**src/can_ctl_pkg.sv**
```systemverilog
package can_ctl_pkg;

  // ----------------------------------------------------------------------
  // Register map
  // ----------------------------------------------------------------------
  localparam logic [7:0] OFF_FILTER_CTRL = 8'h00;
  localparam logic [7:0] OFF_FIFO_CTRL   = 8'h04;
  localparam logic [7:0] OFF_MAIN_CTRL   = 8'h08;
  localparam logic [7:0] OFF_IRQ_STATUS  = 8'h0C;
  localparam logic [7:0] OFF_IRQ_MASK    = 8'h10;
  localparam logic [7:0] OFF_MATCH_STAT  = 8'h14;

  // ----------------------------------------------------------------------
  // Filter control word layout
  // ----------------------------------------------------------------------
  localparam int FLT_HI_BASE     = 24;
  localparam int FLT_LO_BASE     = 16;
  localparam int FLT_EN_POS      = 7;
  localparam int FLT_MSEL_LSB    = 5;
  localparam int FLT_FSEL_LSB    = 0;

  // ----------------------------------------------------------------------
  // FIFO control word layout
  // ----------------------------------------------------------------------
  localparam int FIFO_ABORT_POS  = 6;
  localparam int FIFO_LARB_POS   = 5;
  localparam int FIFO_BERR_POS   = 4;
  localparam int FIFO_REQ_POS    = 3;
  localparam int FIFO_RTR_POS    = 2;
  localparam int FIFO_PRI_LSB    = 0;
  localparam int FIFO_DIR_POS    = 7;

  // ----------------------------------------------------------------------
  // Main control layout and mode codes
  // ----------------------------------------------------------------------
  localparam int          MODE_LSB  = 21;
  localparam logic [2:0]  MODE_CONFIG = 3'h4;
  localparam logic [2:0]  MODE_RESET  = 3'h4;

  // ----------------------------------------------------------------------
  // Interrupt status layout
  // ----------------------------------------------------------------------
  localparam int IRQ_DONE_POS    = 0;
  localparam int IRQ_ABORT_POS   = 1;
  localparam int IRQ_LARB_POS    = 2;
  localparam int IRQ_BERR_POS    = 3;
  localparam int IRQ_MATCH_POS   = 4;

  localparam logic [31:0] RESET_WORD = 32'h0000_0000;

  typedef enum logic [1:0] {
    TX_IDLE = 2'b00,
    TX_BUSY = 2'b01,
    TX_ABRT = 2'b11
  } tx_state_t;

endpackage

```
**src/can_filter_fifo_tx_control.sv**
```systemverilog
`timescale 1ns/1ps
module can_filter_fifo_tx_control (
  // Clock and reset
  input  wire logic        clk_in,
  input  wire logic        rst_b_in,
  // Wishbone slave
  input  wire logic        wb_cyc_in,
  input  wire logic        wb_stb_in,
  input  wire logic        wb_we_in,
  input  wire logic [7:0]  wb_adr_in,
  input  wire logic [3:0]  wb_sel_in,
  input  wire logic [31:0] wb_dat_in,
  output logic      [31:0] wb_dat_out,
  output logic             wb_ack_out,
  // Receive side of the protocol engine
  input  wire logic        rx_valid_in,
  input  wire logic [1:0]  rx_filter_in,
  input  wire logic        rx_remote_in,
  input  wire logic        rx_id_hit_in,
  // Transmit side of the protocol engine
  input  wire logic        tx_done_in,
  input  wire logic        tx_aborted_in,
  input  wire logic        tx_lost_arb_in,
  input  wire logic        tx_bus_err_in,
  input  wire logic        tx_queue_empty_in,
  input  wire logic        fifo_reset_in,
  // Outputs to the engine and system
  output logic             tx_request_out,
  output logic             tx_abort_out,
  output logic [1:0]       tx_priority_out,
  output logic [1:0]       mask_sel_out,
  output logic [4:0]       store_fifo_out,
  output logic             store_valid_out,
  output logic             irq_out
);
  import can_ctl_pkg::*;

  // ----------------------------------------------------------------------
  // State
  // ----------------------------------------------------------------------
  typedef struct packed {
    logic [31:0] flt;
    logic [7:0]  fifo;
    logic [2:0]  mode;
    logic [4:0]  irq_stat;
    logic [4:0]  irq_mask;
    tx_state_t   tx;
    logic [31:0] rdata;
    logic        ack;
    logic        req_o;
    logic        abort_o;
    logic [1:0]  pri_o;
    logic [1:0]  msel_o;
    logic [4:0]  fsel_o;
    logic        store_o;
    logic        irq_o;
  } state_t;

  state_t st_reg;
  state_t st_next;

  function automatic logic [7:0] filter_slot(input logic [31:0] w, input logic hi);
    filter_slot = hi ? w[FLT_HI_BASE +: 8] : w[FLT_LO_BASE +: 8];
  endfunction

  function automatic logic [7:0] merge_slot(input logic [7:0] old, input logic [7:0] wr,
                                            input logic en);
    merge_slot = old[FLT_EN_POS] ? {en, old[6:0]} : wr;
  endfunction

  logic        wr_acc;
  logic        rd_acc;
  logic        cfg_mode;
  logic [7:0]  slot;
  logic [7:0]  f31;
  logic [7:0]  f30;
  logic [4:0]  ev;

  always_comb begin
    st_next  = st_reg;
    wr_acc   = wb_cyc_in && wb_stb_in && !st_reg.ack && wb_we_in;
    rd_acc   = wb_cyc_in && wb_stb_in && !st_reg.ack && !wb_we_in;
    cfg_mode = (st_reg.mode == MODE_CONFIG);
    slot     = filter_slot(st_reg.flt, rx_filter_in[0]);
    f31      = st_reg.flt[FLT_HI_BASE +: 8];
    f30      = st_reg.flt[FLT_LO_BASE +: 8];
    ev       = '0;
    st_next.ack     = wb_cyc_in && wb_stb_in && !st_reg.ack;
    st_next.store_o = 1'b0;
    st_next.abort_o = 1'b0;

    // --------------------------------------------------------------------
    // Register writes
    // --------------------------------------------------------------------
    if (wr_acc && wb_adr_in == OFF_FILTER_CTRL) begin
      // An enabled filter keeps its fields; only its enable bit may drop.
      if (wb_sel_in[3]) begin
        st_next.flt[31:24] = merge_slot(f31, wb_dat_in[31:24], wb_dat_in[31]);
      end
      if (wb_sel_in[2]) begin
        st_next.flt[23:16] = merge_slot(f30, wb_dat_in[23:16], wb_dat_in[23]);
      end
    end
    if (wr_acc && wb_adr_in == OFF_MAIN_CTRL && wb_sel_in[2]) begin
      st_next.mode = wb_dat_in[MODE_LSB +: 3];
    end
    if (wr_acc && wb_adr_in == OFF_IRQ_MASK && wb_sel_in[0]) begin
      st_next.irq_mask = wb_dat_in[4:0];
    end
    if (wr_acc && wb_adr_in == OFF_FIFO_CTRL && wb_sel_in[0]) begin
      if (cfg_mode) begin
        st_next.fifo[FIFO_DIR_POS]              = wb_dat_in[FIFO_DIR_POS];
        st_next.fifo[FIFO_RTR_POS]              = wb_dat_in[FIFO_RTR_POS];
        st_next.fifo[FIFO_PRI_LSB +: 2]         = wb_dat_in[1:0];
      end
      if (st_reg.fifo[FIFO_DIR_POS]) begin
        if (wb_dat_in[FIFO_REQ_POS] && st_reg.tx == TX_IDLE) begin
          st_next.fifo[FIFO_REQ_POS] = 1'b1;
          st_next.tx                 = TX_BUSY;
        end else if (!wb_dat_in[FIFO_REQ_POS] && st_reg.fifo[FIFO_REQ_POS]) begin
          st_next.tx      = TX_ABRT;
          st_next.abort_o = 1'b1;
        end
      end
    end

    // --------------------------------------------------------------------
    // Read side effects
    // --------------------------------------------------------------------
    if (rd_acc && wb_adr_in == OFF_FIFO_CTRL) begin
      st_next.fifo[FIFO_LARB_POS] = 1'b0;
      st_next.fifo[FIFO_BERR_POS] = 1'b0;
    end

    // --------------------------------------------------------------------
    // Transmit engine events; sets win over the read clear
    // --------------------------------------------------------------------
    if (tx_lost_arb_in && st_reg.tx != TX_IDLE) begin
      st_next.fifo[FIFO_LARB_POS] = 1'b1;
      ev[IRQ_LARB_POS] = 1'b1;
    end
    if (tx_bus_err_in && st_reg.tx != TX_IDLE) begin
      st_next.fifo[FIFO_BERR_POS] = 1'b1;
      ev[IRQ_BERR_POS] = 1'b1;
    end
    if (tx_aborted_in && st_reg.tx != TX_IDLE) begin
      st_next.fifo[FIFO_ABORT_POS] = 1'b1;
      st_next.fifo[FIFO_REQ_POS]   = 1'b0;
      st_next.tx                   = TX_IDLE;
      ev[IRQ_ABORT_POS] = 1'b1;
    end else if (tx_done_in && st_reg.tx != TX_IDLE) begin
      // A send that ends after an abort was asked still ends, so the abort state cannot hang.
      st_next.fifo[FIFO_ABORT_POS] = 1'b0;
      if (tx_queue_empty_in) begin
        st_next.fifo[FIFO_REQ_POS] = 1'b0;
        st_next.tx                 = TX_IDLE;
        ev[IRQ_DONE_POS] = 1'b1;
      end
    end
    if (rx_valid_in && rx_remote_in && st_reg.fifo[FIFO_RTR_POS]
        && st_reg.fifo[FIFO_DIR_POS] && st_reg.tx == TX_IDLE) begin
      st_next.fifo[FIFO_REQ_POS] = 1'b1;
      st_next.tx                 = TX_BUSY;
    end

    // --------------------------------------------------------------------
    // Acceptance filtering
    // --------------------------------------------------------------------
    if (rx_valid_in && rx_id_hit_in && slot[FLT_EN_POS]) begin
      st_next.store_o  = 1'b1;
      st_next.msel_o   = slot[FLT_MSEL_LSB +: 2];
      st_next.fsel_o   = slot[FLT_FSEL_LSB +: 5];
      ev[IRQ_MATCH_POS] = 1'b1;
    end

    // FIFO reset clears every status flag and drops any pending send.
    if (fifo_reset_in) begin
      st_next.fifo[FIFO_ABORT_POS] = 1'b0;
      st_next.fifo[FIFO_LARB_POS]  = 1'b0;
      st_next.fifo[FIFO_BERR_POS]  = 1'b0;
      st_next.fifo[FIFO_REQ_POS]   = 1'b0;
      st_next.tx                   = TX_IDLE;
    end

    // --------------------------------------------------------------------
    // Interrupt status, read to clear; new events win over the clear
    // --------------------------------------------------------------------
    if (rd_acc && wb_adr_in == OFF_IRQ_STATUS) begin
      st_next.irq_stat = ev;
    end else begin
      st_next.irq_stat = st_reg.irq_stat | ev;
    end

    // --------------------------------------------------------------------
    // Read data
    // --------------------------------------------------------------------
    st_next.rdata = RESET_WORD;
    if (rd_acc) begin
      unique case (wb_adr_in)
        OFF_FILTER_CTRL: st_next.rdata = {st_reg.flt[31:16], 16'h0000};
        OFF_FIFO_CTRL:   st_next.rdata = {24'h00_0000, st_reg.fifo};
        OFF_MAIN_CTRL:   st_next.rdata = {8'h00, st_reg.mode, 21'h00_0000};
        OFF_IRQ_STATUS:  st_next.rdata = {27'h000_0000, st_reg.irq_stat};
        OFF_IRQ_MASK:    st_next.rdata = {27'h000_0000, st_reg.irq_mask};
        OFF_MATCH_STAT:  st_next.rdata = {23'h00_0000, st_reg.msel_o, st_reg.fsel_o,
                                          st_reg.tx};
        default:         st_next.rdata = RESET_WORD;
      endcase
    end

    st_next.req_o = st_next.fifo[FIFO_REQ_POS];
    st_next.pri_o = st_next.fifo[FIFO_PRI_LSB +: 2];
    st_next.irq_o = |(st_next.irq_stat & st_next.irq_mask);
  end

  always_ff @(posedge clk_in) begin
    if (!rst_b_in) begin
      st_reg      <= '0;
      st_reg.mode <= MODE_RESET;
    end else begin
      st_reg <= st_next;
    end
  end

  assign wb_dat_out      = st_reg.rdata;
  assign wb_ack_out      = st_reg.ack;
  assign tx_request_out  = st_reg.req_o;
  assign tx_abort_out    = st_reg.abort_o;
  assign tx_priority_out = st_reg.pri_o;
  assign mask_sel_out    = st_reg.msel_o;
  assign store_fifo_out  = st_reg.fsel_o;
  assign store_valid_out = st_reg.store_o;
  assign irq_out         = st_reg.irq_o;

  // ----------------------------------------------------------------------
  // Checks
  // ----------------------------------------------------------------------
  a_filter_gate: assert property (@(posedge clk_in) disable iff (!rst_b_in)
    rx_valid_in && rx_id_hit_in && !slot[FLT_EN_POS]
      |=> !store_valid_out)
    else $error("Disabled filter stored a message.");
  a_mask_pick: assert property (@(posedge clk_in) disable iff (!rst_b_in)
    rx_valid_in && rx_id_hit_in && slot[FLT_EN_POS] |=> mask_sel_out == $past(slot[6:5]))
    else $error("Wrong mask selected.");
  a_fifo_pick: assert property (@(posedge clk_in) disable iff (!rst_b_in)
    rx_valid_in && rx_id_hit_in && slot[FLT_EN_POS] |=> store_fifo_out == $past(slot[4:0]))
    else $error("Wrong FIFO selected.");
  a_flt_lock: assert property (@(posedge clk_in) disable iff (!rst_b_in)
    st_reg.flt[31] && st_reg.flt[31] == st_next.flt[31]
      |=> st_reg.flt[30:24] == $past(st_reg.flt[30:24]))
    else $error("Enabled filter fields changed.");
  a_larb_set: assert property (@(posedge clk_in) disable iff (!rst_b_in)
    tx_lost_arb_in && st_reg.tx != TX_IDLE && !fifo_reset_in |=> st_reg.fifo[5])
    else $error("Lost arbitration not flagged.");
  a_berr_set: assert property (@(posedge clk_in) disable iff (!rst_b_in)
    tx_bus_err_in && st_reg.tx != TX_IDLE && !fifo_reset_in |=> st_reg.fifo[4])
    else $error("Bus error not flagged.");
  a_read_clear: assert property (@(posedge clk_in) disable iff (!rst_b_in)
    rd_acc && wb_adr_in == OFF_FIFO_CTRL && !tx_lost_arb_in && !tx_bus_err_in
      |=> !st_reg.fifo[5] && !st_reg.fifo[4])
    else $error("Read did not clear error flags.");
  a_rx_noreq: assert property (@(posedge clk_in) disable iff (!rst_b_in)
    !st_reg.fifo[7] && !st_reg.fifo[3] |=> !st_reg.fifo[3])
    else $error("Receive FIFO raised send request.");
  a_abort_stable: assert property (@(posedge clk_in) disable iff (!rst_b_in)
    !tx_aborted_in && !tx_done_in && !fifo_reset_in |=> $stable(st_reg.fifo[6]))
    else $error("Aborted flag changed without cause.");
  a_cfg_lock: assert property (@(posedge clk_in) disable iff (!rst_b_in)
    st_reg.mode != MODE_CONFIG |=> $stable(st_reg.fifo[1:0]))
    else $error("Priority changed outside configuration mode.");
  a_cfg_dir_lock: assert property (@(posedge clk_in) disable iff (!rst_b_in)
    st_reg.mode != MODE_CONFIG |=> $stable(st_reg.fifo[7]) && $stable(st_reg.fifo[2]))
    else $error("Direction or auto reply changed outside configuration mode.");
  a_flt31_write: assert property (@(posedge clk_in) disable iff (!rst_b_in)
    wr_acc && wb_adr_in == OFF_FILTER_CTRL && wb_sel_in[3] && !st_reg.flt[31]
      |=> st_reg.flt[31:24] == $past(wb_dat_in[31:24]))
    else $error("Disabled filter 31 refused a write.");
  a_flt30_write: assert property (@(posedge clk_in) disable iff (!rst_b_in)
    wr_acc && wb_adr_in == OFF_FILTER_CTRL && wb_sel_in[2] && !st_reg.flt[23]
      |=> st_reg.flt[23:16] == $past(wb_dat_in[23:16]))
    else $error("Disabled filter 30 refused a write.");
  a_flt30_lock: assert property (@(posedge clk_in) disable iff (!rst_b_in)
    st_reg.flt[23] && st_reg.flt[23] == st_next.flt[23]
      |=> st_reg.flt[22:16] == $past(st_reg.flt[22:16]))
    else $error("Enabled filter 30 fields changed.");

  // ----------------------------------------------------------------------
  // Checks on the transmit control
  // ----------------------------------------------------------------------
  a_abort_set: assert property (@(posedge clk_in) disable iff (!rst_b_in)
    tx_aborted_in && st_reg.tx != TX_IDLE && !fifo_reset_in |=> st_reg.fifo[6])
    else $error("Abort not flagged.");
  a_done_clear: assert property (@(posedge clk_in) disable iff (!rst_b_in)
    tx_done_in && !tx_aborted_in && st_reg.tx != TX_IDLE && !fifo_reset_in
      |=> !st_reg.fifo[6])
    else $error("Aborted flag kept after a good send.");
  a_req_done: assert property (@(posedge clk_in) disable iff (!rst_b_in)
    tx_done_in && !tx_aborted_in && tx_queue_empty_in && st_reg.tx != TX_IDLE
      |=> !tx_request_out)
    else $error("Send request kept after the last message.");
  a_req_write: assert property (@(posedge clk_in) disable iff (!rst_b_in)
    wr_acc && wb_adr_in == OFF_FIFO_CTRL && wb_sel_in[0] && wb_dat_in[3] && st_reg.fifo[7]
      && st_reg.tx == TX_IDLE && !fifo_reset_in |=> tx_request_out)
    else $error("Send request not taken.");
  a_abort_pulse: assert property (@(posedge clk_in) disable iff (!rst_b_in)
    wr_acc && wb_adr_in == OFF_FIFO_CTRL && wb_sel_in[0] && !wb_dat_in[3] && st_reg.fifo[7]
      && st_reg.fifo[3] |=> tx_abort_out)
    else $error("Cleared request did not ask for an abort.");
  a_remote_reply: assert property (@(posedge clk_in) disable iff (!rst_b_in)
    rx_valid_in && rx_remote_in && st_reg.fifo[2] && st_reg.fifo[7] && st_reg.tx == TX_IDLE
      && !fifo_reset_in |=> tx_request_out)
    else $error("Remote request not answered.");
  a_remote_ignored: assert property (@(posedge clk_in) disable iff (!rst_b_in)
    rx_valid_in && rx_remote_in && !st_reg.fifo[2] && !st_reg.fifo[3]
      && !(wr_acc && wb_adr_in == OFF_FIFO_CTRL) |=> !tx_request_out)
    else $error("Remote request raised a send with auto reply off.");
  a_pri_write: assert property (@(posedge clk_in) disable iff (!rst_b_in)
    wr_acc && wb_adr_in == OFF_FIFO_CTRL && wb_sel_in[0] && cfg_mode
      |=> tx_priority_out == $past(wb_dat_in[1:0]))
    else $error("Priority write not applied.");
  a_fifo_reset: assert property (@(posedge clk_in) disable iff (!rst_b_in)
    fifo_reset_in |=> !st_reg.fifo[6] && !st_reg.fifo[5] && !st_reg.fifo[4] && !tx_request_out)
    else $error("FIFO reset left a flag set.");

  // ----------------------------------------------------------------------
  // Checks on the register bus and interrupt
  // ----------------------------------------------------------------------
  a_ack_pulse: assert property (@(posedge clk_in) disable iff (!rst_b_in)
    wb_ack_out |=> !wb_ack_out)
    else $error("Acknowledge stood longer than one cycle.");
  a_irq_sticky: assert property (@(posedge clk_in) disable iff (!rst_b_in)
    st_reg.irq_stat[IRQ_DONE_POS] && !(rd_acc && wb_adr_in == OFF_IRQ_STATUS)
      |=> st_reg.irq_stat[IRQ_DONE_POS])
    else $error("Done status dropped without a read.");
endmodule

```
**config.mk**
```make
export PLATFORM = sky130hd
export DESIGN_NAME = can_filter_fifo_tx_control
export DESIGN_NICKNAME = d
export VERILOG_FILES = /design/src/can_ctl_pkg.sv /design/src/can_filter_fifo_tx_control.sv
export SDC_FILE = /design/constraint.sdc
export NUM_CORES = 1
export LEC_CHECK = 0
export BUFFER_PORTS_ARGS = -buffer_cell sky130_fd_sc_hd__buf_2
export CAP_MARGIN = 20
export CELL_PAD_IN_SITES_DETAIL_PLACEMENT = 0
export CELL_PAD_IN_SITES_GLOBAL_PLACEMENT = 1
export CORE_MARGIN = 2
export CORE_UTILIZATION = 41
export DETAILED_ROUTE_END_ITERATION = 16
export PLACE_DENSITY_LB_ADDON = 0.1
export SETUP_SLACK_MARGIN = 0.2
export SLEW_MARGIN = 25
export SYNTH_ARGS = -nofsm -noshare
export SYNTH_HDL_FRONTEND = slang
export SYNTH_SLANG_ARGS = --single-unit
```
**constraint.sdc**
```tcl
create_clock -name clk_in -period 3.2 [get_ports clk_in]
set_input_delay 0.16 -clock clk_in [delete_from_list [all_inputs] [get_ports clk_in]]
set_output_delay 0.16 -clock clk_in [all_outputs]
set_load 0.01 [all_outputs]
```
==> flow_summary_export.csv, run 1 <==
group,metric,value,unit
timing,skew,15.6,ps
die,row_count,32,
drt,wl,7470,um
critical_path,worstPathRequired,3440,ps
status,status,"finished, final reports clean",
power_and_ir_drop,netSwitchingFraction,23.0,%
global_routing,grt_max_degree,47,
die,io_pins,106,
drt,first_pass_iters,4,
job,max-cap-violations,0,
layout,nFillCells,790,
critical_path,cp-start-kind,"flip-flop",
layout,antennaDiodeCount,0,
global_routing,grt_pass1_wl,12000,um
yosys,yosys.cell_types.count,38,
yosys,synthDominantCellAreaShare,45.5,%
cts,post_cts_resized,0,
yosys,synth_edf_count,0,
timing,final_hold_viol_count,0,
power_and_ir_drop,pwr-share-comb,5.0,%
global_routing,antenna_found_initial,0,
yosys,synth_cells,334,
timing,period_share,65.1,%
power_and_ir_drop,power.switching,0.000394,W
drt,antenna_left,0,
yosys,ys_ff_latch,75,
cts,cts_buffers,9,
drt,drt_iter0_drc,61,
drt,drc,0,
cts,cts-htree-levels,3,
timing,setup_tns,0,ps
critical_path,worstPathMaxFanout,5,
drt,viasPerCell,4.97,
hold_path,worstHoldPathType,"primary input to flip-flop",
power_and_ir_drop,p_seq_share,54.5,%
global_routing,grt_usage,17.9,%
yosys,syn_area,3300,sq um
global_routing,grt_pass1_vias,2354,
critical_path,worstPathArrival,2330,ps
cts,cts_root_buffer,"clkbuf_8",
layout,fin_nets,443,
cts,cts_sinks,75,
power_and_ir_drop,p_per_area,458,nW/um^2
cts,clock_path_buffers,2,
placed_design,dp_hpwl,5460,um
yosys,ys_async_sr_fraction,0,%
timing,worst_pin_slew,630,ps
layout,syn2layout_area_growth,13.1,%
power_and_ir_drop,clkPwrFrac,40.5,%
drt,wl_per_cell,15.3,um
die,fp.dieH,93.7,um
cts,postCtsHoldBufs,0,
power_and_ir_drop,p_leak,1.66,nW
yosys,yosysWarnings,0,
timing,finalSetupViolCount,0,
yosys,syn_area_per_cell,9.89,sq um
power_and_ir_drop,max-vdd-ir-drop,0.152,mV
layout,largest_reg_flops,25,
timing,slew_headroom,57.4,%
yosys,netlist_top_cells_area,"dfxtp_1 (45%), mux2i_1 (12%), buf_4 (9.5%)",
power_and_ir_drop,intPower,0.00132,W
cts,post-cts-setup-buffers,0,
timing,rsz0062_at_grt,"false",
timing,min_period,2080,ps
layout,final_layout_size_suffix_gt1_share,29.1,%
die,die_area,8790,sq um
yosys,yosysTopAreaCell,"dfxtp_1",
cts,clkTransAtPathRegs,80,ps
timing,slew_violations,0,
cts,insertion_delay,340,ps
cts,cts_tree,"built",
critical_path,critPathCaptureType,"flip-flop",
power_and_ir_drop,total_power,0.00171,W
critical_path,path_class,"flip-flop to flip-flop",
die,die_x,93.7,um
die,initial_core_util,42.5,%
yosys,seq_area_frac_synth,45.5,%
placed_design,portBuffers,86,
global_routing,overflow,0,
yosys,yosys_most_used_dff,"dfxtp_1",
die,coreArea,7770,sq um
placed_design,gp_congestion,0.841,
timing,fmax,0.480,GHz
drt,dr_total_vias,2434,
## final cells by class
| cell class | count | area, sq um | area share, % |
|---|---|---|---|
| Tap cell | 102 | 128 | 3.42 |
| Timing Repair Buffer | 90 | 460 | 12.3 |
| Sequential cell | 75 | 1500 | 40.2 |
| Clock inverter | 3 | 21.3 | 0.570 |
| Inverter | 2 | 7.51 | 0.201 |
| Multi-Input combinational cell | 205 | 1450 | 38.8 |
| Clock buffer | 13 | 169 | 4.52 |
## synthesized netlist by cell type (2+ instances only)
cell type / number
a21oi_1: 5
a221oi_1: 5
a22oi_1: 9
a31oi_1: 2
a32oi_1: 5
and2_1: 15
and4b_1: 2
buf_2: 6
buf_4: 42
clkbuf_1: 10
dfxtp_1: 75
inv_1: 2
mux2i_1: 39
nand2_1: 15
nand2b_1: 3
nand4_1: 2
nand4b_1: 3
nor2_1: 27
nor2b_1: 33
nor3_1: 2
nor3b_1: 2
nor4b_1: 3
nor4bb_1: 3
o211a_1: 7
o21ai_0: 3
o22ai_1: 2
## metal layers
metal  vias to the layer above  part of all wire (%)  global-route usage, %
li1                       1210                     -                      -
met1                      1127                    48                   24.7
met2                        83                    44                   27.0
met3                        14                   5.3                   3.37
met4                         0                   2.5                   8.57
met5                         -                     0                      0
## path summary, 6_finish.rpt
path | from | endpoint | slack (ps) | cells after the start
worst max-delay path | wb_ack_out | irq_out | 1120 | 5
worst max register to register | wb_ack_out | irq_out | 1120 | 5
worst min register to register | mask_sel_out[1] | wb_dat_out[8] | 450 | 2
worst min-delay path | wb_dat_in[23] | st_reg[60] | 60 | 3
## placed cells by master (no fill, tap or decap), types with 7 or more instances in the layout
cell type	synthesis	final
nor2b_1	33	33
buf_2	6	86
dfxtp_1	75	75
nand2_1	15	15
nor2_1	27	26
clkbuf_8	0	12
conb_1	1	7
o211a_1	7	7
and2_1	15	15
mux2i_1	39	39
a22oi_1	9	9
## logic make-up (layout without fill, tap and decap cells)
group	count (synthesis)	count (layout)	synth area share [%]
AND/OR/NAND/NOR	119	119	21.4
flip-flops	75	75	45.5
buffers and inverters	60	108	11.8
AO/OA/AOI/OAI	40	40	9.32
multiplexers	39	39	11.8
other	1	7	0.114
## per-stage QoR
step           util (%)  hold slack (ps)  setup slack, ps  area, sq um  cells
6_report           48.1             60.4             1120         3730    490
5_1_grt            48.1             64.7              971         3730    490
4_1_cts            48.1             49.7             1120         3730    490
3_5_place_dp       45.6              402             1130         3540    474
3_3_place_gp       45.6              397             1080         3540    474
2_1_floorplan         -              285             1500         3320    340
## worst max-delay path, cell delays in order, from the launching register on
cell and delay [ps]:
dfxtp_1 330, nor4bb_1 580, nand4b_1 350, a22oi_1 310, o22ai_1 130, o31a_1 280
## power by group through the flow
| stage | registers [W] | logic [W] | clock network (W) |
|---|---|---|---|
| final | 0.000933 | 0.0000849 | 0.000693 |
| after global routing | 0.000933 | 0.0000927 | 0.000749 |
| after CTS | 0.000933 | 0.0000854 | 0.000714 |
| after detailed placement | 0.000955 | 0.0000851 | 0 |
| after global placement | 0.000955 | 0.0000850 | 0 |
| after floorplan | 0.000956 | 0.0000450 | 0 |
Note: power is estimated with default switching activity, not from simulation.
==> inputs of run 2 (changes only) <==
--- a/config.mk
+++ b/config.mk
@@ -5,12 +5,13 @@
 export SDC_FILE = /design/constraint.sdc
 export NUM_CORES = 1
 export LEC_CHECK = 0
+export ABC_AREA = 1
 export BUFFER_PORTS_ARGS = -buffer_cell sky130_fd_sc_hd__buf_2
 export CAP_MARGIN = 20
 export CELL_PAD_IN_SITES_DETAIL_PLACEMENT = 0
 export CELL_PAD_IN_SITES_GLOBAL_PLACEMENT = 1
 export CORE_MARGIN = 2
-export CORE_UTILIZATION = 41
+export CORE_UTILIZATION = 32
 export DETAILED_ROUTE_END_ITERATION = 16
 export PLACE_DENSITY_LB_ADDON = 0.1
 export SETUP_SLACK_MARGIN = 0.2
==> constraint.sdc (replaced) <==
create_clock -name clk_in -period 1.7 [get_ports clk_in]
set_input_delay 0.085 -clock clk_in [delete_from_list [all_inputs] [get_ports clk_in]]
set_output_delay 0.085 -clock clk_in [all_outputs]
set_load 0.01 [all_outputs]
==> flow_summary_export.csv, run 2 <==
group,metric,value,unit
placed_design,dp_hpwl,6370,um
critical_path,crit_path_end,"irq_out",
global_routing,grt_usage,16.2,%
layout,fin_nets,549,
power_and_ir_drop,max-vdd-ir-drop,0.291,mV
yosys,ys_async_sr_fraction,0,%
placed_design,gp_congestion,0.769,
critical_path,cp.depth,10,
power_and_ir_drop,netSwitchingFraction,22.7,%
critical_path,slowest_delay,320,ps
cts,cts-htree-levels,3,
yosys,syn_area,3270,sq um
drt,wl,8420,um
yosys,yosys.cell_types.count,30,
layout,final_layout_size_suffix_gt1_share,27.6,%
critical_path,rr_worst_depth,10,
timing,final_hold_viol_count,0,
critical_path,critical-path-top-delay-family,"simple AND/OR/NAND/NOR gates",
critical_path,rr_endpoint,"irq_out",
critical_path,critPathCaptureType,"flip-flop",
cts,cts_tree,"built",
placed_design,placed_area,3590,sq um
cts,cts_root_buffer,"clkbuf_8",
critical_path,crit_start,"wb_ack_out",
critical_path,crit_top_cell,"nand2_1",
die,die_x,105,um
global_routing,grt_pass1_vias,2713,
critical_path,worstPathRequired,1930,ps
timing,finalSetupViolCount,0,
layout,antennaDiodeCount,0,
die,coreArea,9860,sq um
timing,skew,8.90,ps
cts,cts_buffers,9,
drt,dr_total_vias,2798,
power_and_ir_drop,p_seq_share,52.8,%
yosys,seq_area_frac_synth,45.9,%
placed_design,pre_cts_slack,208,ps
power_and_ir_drop,pwr-share-comb,5.7,%
critical_path,cp-start-kind,"flip-flop",
layout,syn2layout_area_growth,19.3,%
critical_path,reg2reg_slack,290,ps
global_routing,grt_max_degree,27,
critical_path,cp_slowest_cell,"dfxtp_1",
cts,insertion_delay,340,ps
layout,layout_common_cells,"buf_2 (86), dfxtp_1 (75), nand2_1 (74)",
die,io_pins,106,
yosys,synth_cells,420,
timing,setup_tns,0,ps
power_and_ir_drop,p_leak,1.69,nW
yosys,netlist_top_cells_area,"dfxtp_1 (46%), buf_4 (9.6%), nand2_1 (8.5%)",
drt,antenna_left,0,
yosys,yosysTopAreaCell,"dfxtp_1",
layout,final_common_cell,"buf_2",
yosys,synth_commonest_cells,"dfxtp_1 (75), nand2_1 (74), a21oi_1 (55), inv_1 (44), buf_4 (42)",
power_and_ir_drop,p_per_area,859,nW/um^2
critical_path,cp_cell_sequence,"inv_1, nand4_1, nor2_4, nand2_2, nand2_1, nand2_1, nand2_1, nand3_1, nor2_1, nor2_1",
timing,setup_ws,285,ps
critical_path,worstPathArrival,1650,ps
yosys,syn_area_per_cell,7.79,sq um
critical_path,worstPathMaxFanout,6,
timing,slew_violations,0,
die,row_count,36,
timing,min_period,1410,ps
cts,clkTransAtPathRegs,80,ps
drt,drt_iter0_drc,85,
die,fp.dieH,105,um
yosys,synthDominantCellAreaShare,45.9,%
global_routing,overflow,0,
layout,multi_input_comb_area,1270,sq um
die,die_area,11100,sq um
power_and_ir_drop,power.switching,0.000762,W
yosys,synth_edf_count,0,
cts,clock_path_buffers,2,
layout,largest_reg_flops,25,
hold_path,worstHoldPathType,"primary input to flip-flop",
placed_design,portBuffers,86,
global_routing,grt_pass1_wl,13900,um
drt,wl_per_cell,13.5,um
power_and_ir_drop,intPower,0.00259,W
critical_path,regToRegStartpoint,"wb_ack_out",
timing,fmax,0.707,GHz
drt,drc,0,
global_routing,antenna_found_initial,0,
timing,rsz0062_at_grt,"true",
drt,viasPerCell,4.47,
timing,period_share,83.2,%
status,status,"finished, final reports clean",
cts,cts_sinks,75,
layout,fin_area,3900,sq um
critical_path,crit_buf_inv,1,
die,initial_core_util,33.2,%
yosys,ys_ff_latch,75,
critical_path,path_class,"flip-flop to flip-flop",
drt,first_pass_iters,4,
yosys,yosysWarnings,0,
power_and_ir_drop,clkPwrFrac,41.6,%
yosys,yosys_most_used_dff,"dfxtp_1",
layout,regArea,1500,sq um
job,max-cap-violations,0,
layout,nFillCells,1072,
yosys,synth_most_common_cell,"dfxtp_1",
[run 2: changes by cell type after synthesis, sizes merged, moves of 7 or more]
cell,delta
nand3,+12
inv,+44
a22oi,-9
nor2b,-33
nor3,+15
and2,-14
nor2,+8
mux2i,-39
o21ai,+27
nand2,+65
a21oi,+50
o211a,-7
[run 2: area by class of cell]
| cell class | count | area share [%] |
|---|---|---|
| sequential | 75 | 38.5 |
| multi-input combinational | 252 | 32.5 |
| timing repair buffer | 105 | 15.2 |
| inverter | 46 | 4.42 |
| tap | 133 | 4.26 |
| clock buffer | 11 | 3.88 |
| clock inverter | 4 | 1.28 |
[run 2: per-stage QoR]
stage	instances	hold slack (ps)	total power [W]	utilization, %
3_3_place_gp	602	341	0.00199	36.4
3_5_place_dp	602	345	0.00199	36.4
5_1_grt	626	1.17	0.00350	39.6
6_report	626	9.10	0.00335	39.6
2_1_floorplan	426	212	0.00191	-
4_1_cts	625	0.884	0.00340	39.3
[run 2: how the worst min path moves through the flow]
stage                             start    endpoint  depth (start not counted)
after floorplan            wb_dat_in[0]  st_reg[61]                          2
after global placement     wb_dat_in[7]  st_reg[68]                          3
after detailed placement   wb_dat_in[0]  st_reg[61]                          3
after CTS                 wb_dat_in[28]      f31[4]                          3
after global routing      wb_dat_in[28]      f31[4]                          3
final                     wb_dat_in[26]      f31[2]                          3
[run 2: power by group through the flow]
stage               Sequential, W  Combinational (W)  Clock [W]
CTS                       0.00177           0.000190    0.00144
finish                    0.00177           0.000190    0.00139
floorplan                 0.00181          0.0000961          0
detailed placement        0.00181           0.000176          0
global placement          0.00181           0.000175          0
global route              0.00177           0.000211    0.00152
[run 2: layer usage]
layer  wire length (um)  track usage (%)  up-vias
li1                   -                -     1446
met1               4280             22.9     1268
met3                430             3.49       10
met2               3600             24.0       74
met5                  0                0        -
met4                111             6.38        0
[run 2: worst register-to-register path, delay by kind of cell (launching register included)]
kind	cells	cell delay, ps
DFF	1	320
and+or+nand+nor	9	930
buffers and inverters	1	60
[run 2: timing repair]
item                                    CTS  global route
hold buffers                              8             0
buffers inserted                          0             1
endpoints found under the hold margin     8             0
gates resized for setup                   0             7
endpoints found under the setup margin    0            18
[run 2: kinds of logic (layout without fill, tap and decap cells)]
family / Yosys count / after routing / share of synthesized area, %
compound gates: 93 / 93 / 15.1
simple gates: 152 / 152 / 22.2
flops: 75 / 75 / 45.9
other cells: 1 / 7 / 0.115
buf+inv: 99 / 166 / 16.7
==> inputs of run 3 (changes only) <==
--- a/config.mk
+++ b/config.mk
@@ -11,7 +11,7 @@
 export CELL_PAD_IN_SITES_DETAIL_PLACEMENT = 0
 export CELL_PAD_IN_SITES_GLOBAL_PLACEMENT = 1
 export CORE_MARGIN = 2
-export CORE_UTILIZATION = 32
+export CORE_UTILIZATION = 36
 export DETAILED_ROUTE_END_ITERATION = 16
 export PLACE_DENSITY_LB_ADDON = 0.1
 export SETUP_SLACK_MARGIN = 0.2
==> constraint.sdc (replaced) <==
create_clock -name clk_in -period 1.4 [get_ports clk_in]
set_input_delay 0.07 -clock clk_in [delete_from_list [all_inputs] [get_ports clk_in]]
set_output_delay 0.07 -clock clk_in [all_outputs]
set_load 0.01 [all_outputs]
==> flow_summary_export.csv, run 3 (synthesis gave the netlist of run 2 again) <==
group,metric,value,unit
die,fp.dieH,99.4,um
timing,fmax,0.697,GHz
drt,dr_total_vias,2966,
critical_path,worstPathArrival,1700,ps
status,status,"finished with violations",
drt,antenna_left,0,
layout,largest_reg_flops,25,
critical_path,rr_worst_depth,6,
layout,final_common_cell,"buf_2",
critical_path,critPathCaptureType,"flip-flop",
critical_path,cp-start-kind,"flip-flop",
die,coreArea,8760,sq um
cts,cts-htree-levels,3,
critical_path,crit_buf_inv,2,
die,die_area,9870,sq um
global_routing,antenna_found_initial,0,
power_and_ir_drop,total_power,0.00426,W
placed_design,placed_area,3650,sq um
critical_path,cp_slowest_cell,"dfxtp_2",
timing,skew,6.49,ps
global_routing,grt_pass1_vias,2733,
critical_path,regToRegStartpoint,"wb_ack_out",
job,max-cap-violations,0,
power_and_ir_drop,p_per_area,994,nW/um^2
cts,cts_sinks,75,
timing,period_share,103,%
critical_path,path_class,"flip-flop to flip-flop",
critical_path,worstPathMaxFanout,5,
die,io_pins,106,
hold_path,hold_path_depth,3,
drt,drt_iter0_drc,59,
die,die_x,99.4,um
critical_path,reg2reg_slack,-40,ps
critical_path,critical-path-top-delay-family,"simple AND/OR/NAND/NOR gates",
timing,setup_ws,-35.1,ps
global_routing,grt_max_degree,27,
global_routing,grt_usage,17.6,%
cts,clkTransAtPathRegs,80,ps
placed_design,portBuffers,86,
timing,setup_tns,-179,ps
global_routing,grt_pass1_wl,13500,um
hold_path,worstHoldPathType,"primary input to flip-flop",
drt,wl,8480,um
layout,antennaDiodeCount,0,
cts,clock_path_buffers,2,
cts,cts_tree,"built",
critical_path,worstPathRequired,1670,ps
power_and_ir_drop,max-vdd-ir-drop,0.412,mV
cts,insertion_delay,340,ps
hold_path,hold_end,"f30[0]",
drt,first_pass_iters,4,
drt,viasPerCell,4.73,
status,violations,"negative setup slack",
layout,fin_util,48.9,%
timing,finalSetupViolCount,7,
hold_path,min_from,"wb_dat_in[16]",
cts,cts_buffers,9,
layout,fin_nets,576,
critical_path,slowest_delay,330,ps
timing,min_period,1440,ps
critical_path,cp_cell_sequence,"inv_2, nand4_1, nor2_4, buf_6, nand4_1, a211oi_2",
drt,drc,0,
timing,rsz0062_at_grt,"true",
global_routing,overflow,0,
die,initial_core_util,37.4,%
placed_design,gp_congestion,0.798,
power_and_ir_drop,p_leak,1.86,nW
layout,fin_area,4290,sq um
layout,layout_common_cells,"buf_2 (86), dfxtp_1 (73), nand2_1 (67)",
layout,final_layout_size_suffix_gt1_share,36.6,%
timing,final_hold_viol_count,0,
cts,cts_root_buffer,"clkbuf_8",
timing,slew_violations,0,
drt,wl_per_cell,13.5,um
die,row_count,34,
placed_design,dp_hpwl,6150,um
layout,syn2layout_area_growth,30.9,%
critical_path,rr_endpoint,"st_reg[47]",
critical_path,crit_top_cell,"nand4_1",
-- run 3: worst max-delay path by stage --
stage | from | endpoint | slack [ps] | depth (start not counted)
2_1_floorplan | wb_ack_out | f30[0] | 100 | 9
3_3_place_gp | wb_ack_out | f30[2] | -30 | 8
3_5_place_dp | wb_ack_out | f30[3] | -50 | 8
4_1_cts | wb_ack_out | st_reg[46] | -40 | 8
5_1_grt | wb_ack_out | irq_out | -140 | 10
6_report | wb_ack_out | st_reg[47] | -40 | 6
-- run 3: report_power, final --
group	internal (W)	total (W)	switching, W
Clock	0.00104	0.00183	0.000795
Sequential	0.00214	0.00215	0.00000700
Combinational	0.000128	0.000280	0.000151
-- run 3: timing repair --
item | CTS | global route
hold buffers | 16 | 0
resized for setup | 34 | 24
endpoints found under the setup margin | 44 | 66
buffers inserted | 5 | 3
hold endpoints to repair | 16 | 0
cloned | 1 | 1
pin swaps | 8 | 9
-- run 3: through the flow --
| stage | setup WS, ps | hold WS (ps) | instances |
|---|---|---|---|
| 2_1_floorplan | 101 | 198 | 426 |
| 3_3_place_gp | -27.5 | 326 | 587 |
| 3_5_place_dp | -53.6 | 332 | 587 |
| 4_1_cts | -43.9 | 5.35 | 623 |
| 5_1_grt | -139 | 19.8 | 627 |
| 6_report | -35.1 | 11.4 | 627 |
-- run 3: layout make-up --
type,instances,area [sq um]
timing repair inverter,1,7.51
timing repair buffer,130,840
clock inverter,4,76.3
multi-input combinational,253,1410
sequential,75,1500
inverter,46,175
fill,905,4480
clock buffer,10,138
tap,108,135
-- run 3: worst min-delay path: cells and delay by family --
kind / cells / cell delay [ps]
AOI/OAI and AO/OA: 2 / 150
buffers and inverters: 1 / 90
-- run 3: routing by layer --
layer | wire, um | part of all wire (%) | vias to the layer above | GRT usage (%)
met5 | 0 | 0 | - | 0
met4 | 110 | 1.3 | 0 | 6.01
met3 | 432 | 5.1 | 9 | 2.74
met2 | 3840 | 45 | 69 | 26.2
met1 | 4100 | 48 | 1381 | 25.9
li1 | - | - | 1507 | -
